==> config.mk <==
export PLATFORM = sky130hd
export DESIGN_NAME = pfmux_top
export DESIGN_NICKNAME = d
export VERILOG_FILES = /design/src/pfmux_apb_regs.v /design/src/pfmux_top.v
export VERILOG_INCLUDE_DIRS = /design/src /design/src/src
export SDC_FILE = /design/constraint.sdc
export NUM_CORES = 1
export LEC_CHECK = 0
export ABC_AREA = 1
export BUFFER_PORTS_ARGS = -buffer_cell sky130_fd_sc_hd__buf_2
export CAP_MARGIN = 20
export CORE_ASPECT_RATIO = 1.75
export CORE_MARGIN = 4
export CORE_UTILIZATION = 46
export DETAILED_ROUTE_END_ITERATION = 6
export GPL_ROUTABILITY_DRIVEN = 0
export GPL_TIMING_DRIVEN = 0
export PLACE_DENSITY = 0.78
export SLEW_MARGIN = 0
export SYNTH_ARGS = -nofsm -noshare
export SYNTH_HDL_FRONTEND = slang
export SYNTH_SLANG_ARGS = --single-unit
==> constraint.sdc <==
create_clock -name CLK -period 1.61 [get_ports CLK]
set_input_delay 0.322 -clock CLK [delete_from_list [all_inputs] [get_ports CLK]]
set_output_delay 0.322 -clock CLK [all_outputs]
set_load 0.01 [all_outputs]
==> src/pfmux_regs.vh <==
`ifndef PFMUX_REGS_VH
`define PFMUX_REGS_VH

// register byte addresses
`define PFMUX_ADDR_SELECT 32'hE002C000
`define PFMUX_ADDR_LEVEL  32'hE002C020

// reset values
`define PFMUX_SELECT_RESET 32'h00000000
`define PFMUX_LEVEL_RESET  16'h0000

// selector field layout: pin n owns bits 2n+1..2n
`define PFMUX_FIELD_WIDTH 2
`define PFMUX_PIN_COUNT   16

// selector codes
`define PFMUX_FN_GPIO 2'h0
`define PFMUX_FN_ALT1 2'h1
`define PFMUX_FN_ALT2 2'h2
`define PFMUX_FN_ALT3 2'h3

// pins on which code 3 is defined (pins 1, 3, 7 and 9)
`define PFMUX_ALT3_VALID 16'h028A

`endif

==> src/pfmux_apb_regs.v <==
`timescale 1ns/1ns
`include "pfmux_regs.vh"

// apb slave holding the selector word and a read-only pin level word
module pfmux_apb_regs (
  input  wire        clk,
  input  wire        reset_n,
  input  wire        psel,
  input  wire        penable,
  input  wire        pwrite,
  input  wire [31:0] paddr,
  input  wire [31:0] pwdata,
  input  wire [15:0] level,
  output reg  [31:0] prdata,
  output reg         pready,
  output reg         pslverr,
  output reg  [31:0] select
);

  wire hit_select;
  wire hit_level;
  wire access;
  wire done;

  // address decode on the full byte address
  assign hit_select = (paddr == `PFMUX_ADDR_SELECT);
  assign hit_level  = (paddr == `PFMUX_ADDR_LEVEL);
  assign access     = psel & penable;
  // one wait state keeps the read path registered
  assign done       = access & pready;

  // answer one cycle into the access phase, then drop
  always @(posedge clk or negedge reset_n) begin
    if (!reset_n) begin
      pready  <= 1'b0;
      pslverr <= 1'b0;
      prdata  <= 32'h00000000;
    end else begin
      pready  <= access & ~pready;
      pslverr <= access & ~pready & ~hit_select & ~(hit_level & ~pwrite);
      if (access & ~pready & ~pwrite) begin
        if (hit_select) begin
          prdata <= select;
        end else if (hit_level) begin
          prdata <= {16'h0000, level};
        end else begin
          prdata <= 32'h00000000;
        end
      end else begin
        prdata <= 32'h00000000;
      end
    end
  end

  // the write lands only at the edge that completes the transfer
  always @(posedge clk or negedge reset_n) begin
    if (!reset_n) begin
      select <= `PFMUX_SELECT_RESET;
    end else if (done & pwrite & hit_select) begin
      select <= pwdata;
    end
  end

endmodule // pfmux_apb_regs

==> src/pfmux_top.v <==
`timescale 1ns/1ns
`include "pfmux_regs.vh"

// Behaviour
// - sixteen two-bit fields, field n drives pin n
// - all fields reset to zero, meaning gpio
// - gpio direction counts only under gpio code
// - peripheral code takes direction from the peripheral
// - pins 0,1: uart0, pwm_output_1/pwm_output_3, ext interrupt 0
// - pins 2,3: i2c, timer0 capture/match, ext interrupt 1
// - pins 4-7: spi0, timer0, pwm_output_2, ext interrupt 2
// - pins 8,9: uart1, pwm_output_4/pwm_output_6, ext interrupt 3
// - pins 10-15: uart1 modem, timer1, ext interrupts
// - selector word readable and writable as 32 bits
module pfmux_top (
  input  wire        CLK,
  input  wire        RESET_N,
  input  wire        PSEL,
  input  wire        PENABLE,
  input  wire        PWRITE,
  input  wire [31:0] PADDR,
  input  wire [31:0] PWDATA,
  output wire [31:0] PRDATA,
  output wire        PREADY,
  output wire        PSLVERR,
  input  wire [15:0] PIN_IN,
  output reg  [15:0] PIN_OUT,
  output reg  [15:0] PIN_OE,
  input  wire [15:0] GPIO_OUT,
  input  wire [15:0] GPIO_DIRECTION_SETTING,
  output reg  [15:0] GPIO_IN,
  input  wire        UART0_TXD,
  output reg         UART0_RXD,
  input  wire        UART1_TXD,
  input  wire        UART1_RTS_N,
  input  wire        UART1_DTR_N,
  output reg         UART1_RXD,
  output reg         UART1_CTS_N,
  output reg         UART1_DSR_N,
  output reg         UART1_DCD_N,
  output reg         UART1_RI_N,
  input  wire        I2C_SCL_OUT,
  input  wire        I2C_SCL_OE,
  output reg         I2C_SCL_IN,
  input  wire        I2C_SDA_OUT,
  input  wire        I2C_SDA_OE,
  output reg         I2C_SDA_IN,
  input  wire        SPI0_SCK_OUT,
  input  wire        SPI0_SCK_OE,
  output reg         SPI0_SCK_IN,
  input  wire        SPI0_MISO_OUT,
  input  wire        SPI0_MISO_OE,
  output reg         SPI0_MISO_IN,
  input  wire        SPI0_MOSI_OUT,
  input  wire        SPI0_MOSI_OE,
  output reg         SPI0_MOSI_IN,
  input  wire        SPI0_SSEL_OUT,
  input  wire        SPI0_SSEL_OE,
  output reg         SPI0_SSEL_N_IN,
  input  wire        PWM_OUTPUT_1,
  input  wire        PWM_OUTPUT_2,
  input  wire        PWM_OUTPUT_3,
  input  wire        PWM_OUTPUT_4,
  input  wire        PWM_OUTPUT_6,
  input  wire        TIMER0_MATCH_0,
  input  wire        TIMER0_MATCH_1,
  output reg         TIMER0_CAPTURE_0,
  output reg         TIMER0_CAPTURE_1,
  output reg         TIMER0_CAPTURE_2,
  input  wire        TIMER1_MATCH_0,
  input  wire        TIMER1_MATCH_1,
  output reg         TIMER1_CAPTURE_0,
  output reg         TIMER1_CAPTURE_1,
  output reg         EXT_INTERRUPT_0,
  output reg         EXT_INTERRUPT_1,
  output reg         EXT_INTERRUPT_2,
  output reg         EXT_INTERRUPT_3
);

  wire [31:0] select;
  wire [15:0] alt1_out;
  wire [15:0] alt1_oe;
  wire [15:0] alt2_out;
  wire [15:0] alt2_oe;
  wire [15:0] alt3_valid;
  reg  [31:0] eff_sel;
  reg  [15:0] next_pin_out;
  reg  [15:0] next_pin_oe;
  reg  [1:0]  code;
  integer     i;

  // register file on the apb bus
  pfmux_apb_regs u_regs (
    .clk     (CLK),
    .reset_n (RESET_N),
    .psel    (PSEL),
    .penable (PENABLE),
    .pwrite  (PWRITE),
    .paddr   (PADDR),
    .pwdata  (PWDATA),
    .level   (GPIO_IN),
    .prdata  (PRDATA),
    .pready  (PREADY),
    .pslverr (PSLVERR),
    .select  (select)
  );

  // a reserved code folds to gpio so the pin never floats undefined
  function [1:0] fold_code;
    input [1:0] raw;
    input       alt3_ok;
    begin
      if ((raw == `PFMUX_FN_ALT3) && !alt3_ok) begin
        fold_code = `PFMUX_FN_GPIO;
      end else begin
        fold_code = raw;
      end
    end
  endfunction

  // true when pin holds the given effective code
  function picked;
    input [31:0] sel;
    input [3:0]  pin;
    input [1:0]  fn;
    begin
      picked = (sel[{pin, 1'b0} +: 2] == fn);
    end
  endfunction

  // code 1 sources, pin 15 down to pin 0; inputs carry zero
  assign alt1_out = {2'b00, UART1_DTR_N, 2'b00, UART1_RTS_N, 1'b0,
                     UART1_TXD, SPI0_SSEL_OUT, SPI0_MOSI_OUT,
                     SPI0_MISO_OUT, SPI0_SCK_OUT, I2C_SDA_OUT,
                     I2C_SCL_OUT, 1'b0, UART0_TXD};
  assign alt1_oe  = {2'b00, 1'b1, 2'b00, 1'b1, 1'b0, 1'b1,
                     SPI0_SSEL_OE, SPI0_MOSI_OE, SPI0_MISO_OE,
                     SPI0_SCK_OE, I2C_SDA_OE, I2C_SCL_OE,
                     1'b0, 1'b1};

  // code 2 sources; captures and interrupts are inputs
  assign alt2_out = {2'b00, TIMER1_MATCH_1, TIMER1_MATCH_0, 2'b00,
                     PWM_OUTPUT_6, PWM_OUTPUT_4, PWM_OUTPUT_2, 1'b0,
                     TIMER0_MATCH_1, 1'b0, TIMER0_MATCH_0, 1'b0,
                     PWM_OUTPUT_3, PWM_OUTPUT_1};
  assign alt2_oe  = 16'h33AB;

  // pins whose code 3 is a real function; elsewhere it folds to gpio
  assign alt3_valid = `PFMUX_ALT3_VALID;

  // per-pin mux; code 3 functions are all inputs, so no drive
  always @* begin
    eff_sel      = 32'h00000000;
    next_pin_out = 16'h0000;
    next_pin_oe  = 16'h0000;
    code         = `PFMUX_FN_GPIO;
    for (i = 0; i < `PFMUX_PIN_COUNT; i = i + 1) begin
      code = fold_code(select[2*i +: 2], alt3_valid[i]);
      eff_sel[2*i +: 2] = code;
      case (code)
        `PFMUX_FN_GPIO: begin
          next_pin_out[i] = GPIO_OUT[i];
          next_pin_oe[i]  = GPIO_DIRECTION_SETTING[i];
        end
        `PFMUX_FN_ALT1: begin
          next_pin_out[i] = alt1_out[i];
          next_pin_oe[i]  = alt1_oe[i];
        end
        `PFMUX_FN_ALT2: begin
          next_pin_out[i] = alt2_out[i];
          next_pin_oe[i]  = alt2_oe[i];
        end
        default: begin
          next_pin_out[i] = 1'b0;
          next_pin_oe[i]  = 1'b0;
        end
      endcase
    end
  end

  // pin drive and gpio readback; level is seen whatever the code
  always @(posedge CLK or negedge RESET_N) begin
    if (!RESET_N) begin
      PIN_OUT <= 16'h0000;
      PIN_OE  <= 16'h0000;
      GPIO_IN <= `PFMUX_LEVEL_RESET;
    end else begin
      PIN_OUT <= next_pin_out;
      PIN_OE  <= next_pin_oe;
      GPIO_IN <= PIN_IN;
    end
  end

  // serial inputs; an unrouted line reads its idle level
  always @(posedge CLK or negedge RESET_N) begin
    if (!RESET_N) begin
      UART0_RXD      <= 1'b1;
      UART1_RXD      <= 1'b1;
      UART1_CTS_N    <= 1'b1;
      UART1_DSR_N    <= 1'b1;
      UART1_DCD_N    <= 1'b1;
      UART1_RI_N     <= 1'b1;
      I2C_SCL_IN     <= 1'b1;
      I2C_SDA_IN     <= 1'b1;
      SPI0_SCK_IN    <= 1'b0;
      SPI0_MISO_IN   <= 1'b0;
      SPI0_MOSI_IN   <= 1'b0;
      SPI0_SSEL_N_IN <= 1'b1;
    end else begin
      UART0_RXD <= picked(eff_sel, 4'd1, `PFMUX_FN_ALT1)
                   ? PIN_IN[1] : 1'b1;
      I2C_SCL_IN <= picked(eff_sel, 4'd2, `PFMUX_FN_ALT1)
                    ? PIN_IN[2] : 1'b1;
      I2C_SDA_IN <= picked(eff_sel, 4'd3, `PFMUX_FN_ALT1)
                    ? PIN_IN[3] : 1'b1;
      SPI0_SCK_IN <= picked(eff_sel, 4'd4, `PFMUX_FN_ALT1)
                     & PIN_IN[4];
      SPI0_MISO_IN <= picked(eff_sel, 4'd5, `PFMUX_FN_ALT1)
                      & PIN_IN[5];
      SPI0_MOSI_IN <= picked(eff_sel, 4'd6, `PFMUX_FN_ALT1)
                      & PIN_IN[6];
      SPI0_SSEL_N_IN <= picked(eff_sel, 4'd7, `PFMUX_FN_ALT1)
                        ? PIN_IN[7] : 1'b1;
      UART1_RXD <= picked(eff_sel, 4'd9, `PFMUX_FN_ALT1)
                   ? PIN_IN[9] : 1'b1;
      UART1_CTS_N <= picked(eff_sel, 4'd11, `PFMUX_FN_ALT1)
                     ? PIN_IN[11] : 1'b1;
      UART1_DSR_N <= picked(eff_sel, 4'd12, `PFMUX_FN_ALT1)
                     ? PIN_IN[12] : 1'b1;
      UART1_DCD_N <= picked(eff_sel, 4'd14, `PFMUX_FN_ALT1)
                     ? PIN_IN[14] : 1'b1;
      UART1_RI_N <= picked(eff_sel, 4'd15, `PFMUX_FN_ALT1)
                    ? PIN_IN[15] : 1'b1;
    end
  end

  // capture and interrupt inputs; two pins feeding one line are ored
  always @(posedge CLK or negedge RESET_N) begin
    if (!RESET_N) begin
      TIMER0_CAPTURE_0 <= 1'b0;
      TIMER0_CAPTURE_1 <= 1'b0;
      TIMER0_CAPTURE_2 <= 1'b0;
      TIMER1_CAPTURE_0 <= 1'b0;
      TIMER1_CAPTURE_1 <= 1'b0;
      EXT_INTERRUPT_0  <= 1'b0;
      EXT_INTERRUPT_1  <= 1'b0;
      EXT_INTERRUPT_2  <= 1'b0;
      EXT_INTERRUPT_3  <= 1'b0;
    end else begin
      TIMER0_CAPTURE_0 <= picked(eff_sel, 4'd2, `PFMUX_FN_ALT2)
                          & PIN_IN[2];
      TIMER0_CAPTURE_1 <= picked(eff_sel, 4'd4, `PFMUX_FN_ALT2)
                          & PIN_IN[4];
      TIMER0_CAPTURE_2 <= picked(eff_sel, 4'd6, `PFMUX_FN_ALT2)
                          & PIN_IN[6];
      TIMER1_CAPTURE_0 <= picked(eff_sel, 4'd10, `PFMUX_FN_ALT2)
                          & PIN_IN[10];
      TIMER1_CAPTURE_1 <= picked(eff_sel, 4'd11, `PFMUX_FN_ALT2)
                          & PIN_IN[11];
      EXT_INTERRUPT_0 <= picked(eff_sel, 4'd1, `PFMUX_FN_ALT3)
                         & PIN_IN[1];
      EXT_INTERRUPT_1 <= (picked(eff_sel, 4'd3, `PFMUX_FN_ALT3)
                          & PIN_IN[3])
                         | (picked(eff_sel, 4'd14, `PFMUX_FN_ALT2)
                          & PIN_IN[14]);
      EXT_INTERRUPT_2 <= (picked(eff_sel, 4'd7, `PFMUX_FN_ALT3)
                          & PIN_IN[7])
                         | (picked(eff_sel, 4'd15, `PFMUX_FN_ALT2)
                          & PIN_IN[15]);
      EXT_INTERRUPT_3 <= picked(eff_sel, 4'd9, `PFMUX_FN_ALT3)
                         & PIN_IN[9];
    end
  end

endmodule // pfmux_top

After elaboration in Yosys (flattened, before gate mapping)
Index checks and enable logic that the tools add are counted.
- flip-flop bits (word level): 135
- input port bits: 142
- output and inout port bits: 103
- word-level logic and storage cells: 182
- equal/unequal tests: 50
- multiplexer cells: 56
- bitwise gates (word level): 29
- reductions and logical operators: 19
- operator list (kind ; count):
    2-bit equality test, second input constant ; 32
    32-bit equality test, second input constant ; 2
    32-bit two-way mux ; 2
    1-bit one-hot mux with 2 select lines ; 17
    2-bit by 1-bit equality test with 1-bit output, second input constant ; 16
    2-bit logical NOT ; 16
    1-bit one-hot mux with 3 select lines ; 9
    2-bit two-way mux ; 12
    1-bit bitwise AND ; 23
    16-bit two-way mux ; 1
    1-bit two-way mux ; 15
    2-bit OR reduction ; 3
    1-bit inverter ; 4
    1-bit OR ; 2

Logic depth before layout (Yosys ltp)
- word-level depth: 5
- depth in mapped cells: 10
- mapped depth without buffers: 9

Modules after synthesis
A second synthesis with hierarchy kept.
- cells, all modules: 584
- area total of the unflattened synthesis: 5642.9 um^2
- by module, submodules not included (module ; times used ; cells each ; area each (um^2) ; sequential area each (um^2)):
    pfmux_apb_regs ; 1 ; 315 ; 2865.2 ; 1651.6
    pfmux_top ; 1 ; 269 ; 2777.7 ; 1737.9

Worst setup path before layout
OpenSTA, ideal clock, no wires.
- kind: input to register
- start: in PADDR[8]
- end: reg u_regs.select[14]
- library setup time: 0.118 ns
- arrival: 1.206 ns
- data required time: 1.492 ns
- slack: 0.286 ns
- cell stages on the path: 9
- buffers on the path: 1
- path through: inv_1 nand2_1 nor2_1 nand2_2 nor2_8 nand3_2 buf_2 nand2_1 nand2_1
- cells in the longest elaborated chain, start to end: 2
- ends and longest elaborated chain (what ; line ; RTL):
    start, declared ; pfmux_top.v:21 ; input wire [31:0] PADDR,
    32-bit equality test (no source line) ; - ;
    1-bit bitwise AND ; pfmux_apb_regs.v:59 ; end else if (done & pwrite & hit_select) begin
    end signal, assigned ; pfmux_apb_regs.v:58 ; select <= `PFMUX_SELECT_RESET;
    end signal, assigned ; pfmux_apb_regs.v:60 ; select <= pwdata;
    end, declared ; pfmux_apb_regs.v:17 ; output reg [31:0] select
No other way between the ends.
A chain may end at the register's enable or synchronous reset.

Worst setup path in the final report
- start: reg u_regs.pready
- end: reg u_regs.prdata[28]
- cells in the longest elaborated chain, start to end: 4
- ends and longest elaborated chain (what ; line ; RTL):
    start, declared ; pfmux_apb_regs.v:15 ; output reg pready,
    start signal, assigned ; pfmux_apb_regs.v:39 ; pready <= access & ~pready;
    1-bit inverter ; pfmux_apb_regs.v:41 ; if (access & ~pready & ~pwrite) begin
    1-bit bitwise AND (2 in series) ; pfmux_apb_regs.v:41 ;
    32-bit two-way mux ; pfmux_apb_regs.v:41 ;
    end signal, assigned ; pfmux_apb_regs.v:43 ; prdata <= select;
    end signal, assigned ; pfmux_apb_regs.v:45 ; prdata <= {16'h0000, level};
    end, declared ; pfmux_apb_regs.v:14 ; output reg [31:0] prdata,
No other way between the ends.

==> summary.txt <==
Synthesis
  – XOR/XNOR share of the synthesized area: 0%
  – Cells after Synth: approximately 580
  – Mux share of post-synthesis cell area: 0%
  – Post-synth net total: 757
  – Ys async rst share: 100.0%
  – Largest family of logic cells by synthesized area: simple AND/OR/NAND/NOR gates
  – Average size of a mapped cell: 9.820 sq um
  – Yosys warns: 0
  – Simple-gate share of the synthesized area: a little over a fifth
  – Synth Area in Compound Gates: approximately 3.7%
  – #FFs+latches synth: 135
  – Sequential share of the synthesized area: 59.30%
  – Synth Area in Adders: 7.224%
  – Mapped Area: 5715 sq um
  – Post-synth EDFFs: 0
  – Synth unique cells: 27
  – Post-synth top flop: dfrtp_1

STA
  – Worst-margin pin slew: 0.6725 ns
  – Tmin final: ~1.5 ns
  – Clk_skew: 0.006012 ns
  – Final WS setup: 0.1134 ns
  – # setup viols final: 0
  – WHS: roughly 0.014 ns
  – Final period utilization: 92.96%
  – Pins Over Slew Limit: 0
  – Slew HR: between 50 and 60%
  – RSZ-0062 raised after global routing: no
  – Max Fclk: ~0.67 GHz
  – Final hold vios: 0

Floorplan
  – Die W: 92.26 um
  – Die Ht: 155.5 um
  – Core box area: approximately 12000 sq um
  – Die Area: 14340 sq um
  – Initial Util: 47.36%
  – IO Pins: 245
  – Site row count: 53

Routing
  – Total number of vias: 4853
  – Avg Vias per Cell: 4.730
  – Final wirelength: 15.71 mm
  – Detail Route Antenna Nets: 0
  – Avg WL per Cell: 15.31 um
  – Post-route DRC: 0
  – Iter 0 DRT Violations: approximately 140
  – TritonRoute pass-1 iters: 4

Worst setup path
  – R2R depth: 4
  – Worst setup path class: reg2reg
  – Max FO, Critical Path: 10
  – End of the critical path: u_regs.prdata[28]$_DFF_PN0_
  – Worst EP required: around 1.9 ns
  – Reg-to-reg startpoint: u_regs.pready$_DFF_PN0_
  – Setup crit start: u_regs.pready$_DFF_PN0_
  – FF-to-FF End: u_regs.prdata[28]$_DFF_PN0_
  – Endpoint class of the critical path: register
  – Setup crit start kind: register
  – CP arrival: 1.81 ns
  – Reg-to-reg setup timing slack: 0.11 ns

Clocking
  – CTS tree: done
  – TritonCTS buffer count: 17
  – Setup Fix Bufs, Post-CTS: 0
  – Clock buffer depth: 2
  – Clock Latency Late Sink: 0.41 ns
  – H-Tree Depth: 4
  – Clock root cell: clkbuf_16
  – CTS Sinks: approximately 140
  – Clk pin slew, worst setup/hold paths: about 0.06 ns

Place
  – Port Buf Inserts: 244
  – DP Wirelength: 12.30 mm
  – Post-Place Setup Slack: -0.06779 ns

Pwr
  – Internal power: about 6.3 mW
  – NetSw: 1.773 mW
  – Clock network power share: 51.3%
  – Peak VDD IR: approximately 0.00077 V
  – Pleak: between 4 and 5 nW
  – Combinational share of power: 5.6%
  – Switch share: 21.92%
  – Sequential cell fraction of total power: 43.1%
  – PD cells: 1033 nW/um^2

Global routing
  – Vias in the first global route: about 5100
  – Global Route Usage Sum: 22.69%
  – Grt ovf: 0
  – Pin count of the biggest net entering global routing: 79
  – Initial antenna violation count: 5
  – First-pass GRT wire length: 25.01 mm

Final layout
  – Most frequent cells in the layout: buf_2 (251), nand2_1 (137), dfrtp_1 (126)
  – Synthesis-to-finish area growth: 37.02%
  – Layout Utilization: ~65%
  – Most common cell after layout, fill and taps aside: buf_2
  – Final net count: 1022
  – Layout cell share with drive strength beyond 1: 37.21%

Job
  – MaxCap Viol Count: 0

Status
  – Status: finished, final reports clean

Hold path
  – Worst hold path class: in2reg
-- routing by layer --
| layer | GRT usage [%] | up-vias | part of all wire (%) |
|---|---|---|---|
| met5 | 0 | - | 0.27 |
| met3 | 6.967 | 38 | 7.6 |
| met4 | 10.35 | 8 | 3.2 |
| li1 | - | 2361 | - |
| met1 | 22.54 | 2263 | 33 |
| met2 | 42.43 | 183 | 56 |
-- timing repair --
action                                  CTS  global route
gates resized for setup                   0             5
hold buffers                              1             0
endpoints found under the setup margin    0            35
endpoints found under the hold margin    53             0
-- cells in the mapped netlist, drive strengths merged (2+ instances only) --
master    n  area share (%)
a21oi    28             2.5
nand2   139             9.3
clkbuf    3            0.20
o21a      2            0.26
inv      85             5.6
ha       33             7.2
buf      15             2.0
dfrtp   126              55
nand3    81             8.1
nor2     30             2.5
o21ai     4            0.35
dfstp     9             4.1
a32o      3            0.53
nor3     20             1.8
-- how the worst min path moves through the flow --
stage,to,from,cells after the start,slack [ns]
after floorplan,EXT_INTERRUPT_0$_DFF_PN0_,RESET_N,0,0.03
after global placement,GPIO_IN[0]$_DFF_PN0_,PIN_IN[0],1,0.43
after detailed placement,PIN_OUT[13]$_DFF_PN0_,RESET_N,1,0.32
after CTS,GPIO_IN[0]$_DFF_PN0_,PIN_IN[0],1,0.002
after global routing,GPIO_IN[8]$_DFF_PN0_,PIN_IN[8],1,0.005
final,GPIO_IN[0]$_DFF_PN0_,PIN_IN[0],1,0.01
-- logic make-up (layout without fill, tap and decap cells) --
family	Yosys count	in the layout
AO/OA/AOI/OAI	38	38
adder cells (fa/ha/maj)	33	33
buffers and inverters	104	382
flip-flops	135	135
other	0	1
AND/OR/NAND/NOR	272	272
-- layout make-up --
| cell class | count | area (sq um) |
|---|---|---|
| Clock inverter | 14 | 197.7 |
| Antenna cell | 1 | 2.502 |
| Inverter | 86 | 327.8 |
| Tap cell | 165 | 206.4 |
| Clock buffer | 18 | 439.2 |
| Sequential cell | 135 | 3390 |
| Timing Repair Buffer | 246 | 1265 |
| Multi-Input combinational cell | 343 | 1877 |
| Buffer | 18 | 126.4 |
| Fill cell | 1048 | 4238 |
-- registers in the layout, summed over array words and instances, names as in the netlist, 16 cells and up --
signal,flops
PIN_OUT,16
u_regs.select,32
PIN_OE,16
GPIO_IN,16
u_regs.prdata,32
-- worst max-delay path, cell delays in order (launching register included) --
cell,delay [ns]
dfrtp_1,0.39
nor2_1,0.17
nand2_1,0.20
buf_1,0.36
nor3_1,0.28
-- metrics by stage --
step	TNS, ns	instance area, sq um	instances	total power [mW]
floorplan	0	5715	582	3.656
global placement	-205.04	7143	991	3.987
detailed placement	-1.568	7177	992	4.006
CTS	0	7824	1025	8.146
global route	0	7831	1026	8.354
finish	0	7831	1026	8.089
-- power groups by stage --
stage          Clock [mW]  Sequential (mW)  Combinational [mW]
3_3_place_gp            0             3.54               0.444
5_1_grt              4.35             3.49               0.513
6_report             4.15             3.48               0.456
4_1_cts              4.20             3.48               0.465
3_5_place_dp            0             3.54               0.462
2_1_floorplan           0             3.58              0.0797
Power figures use the tool's default switching activity.
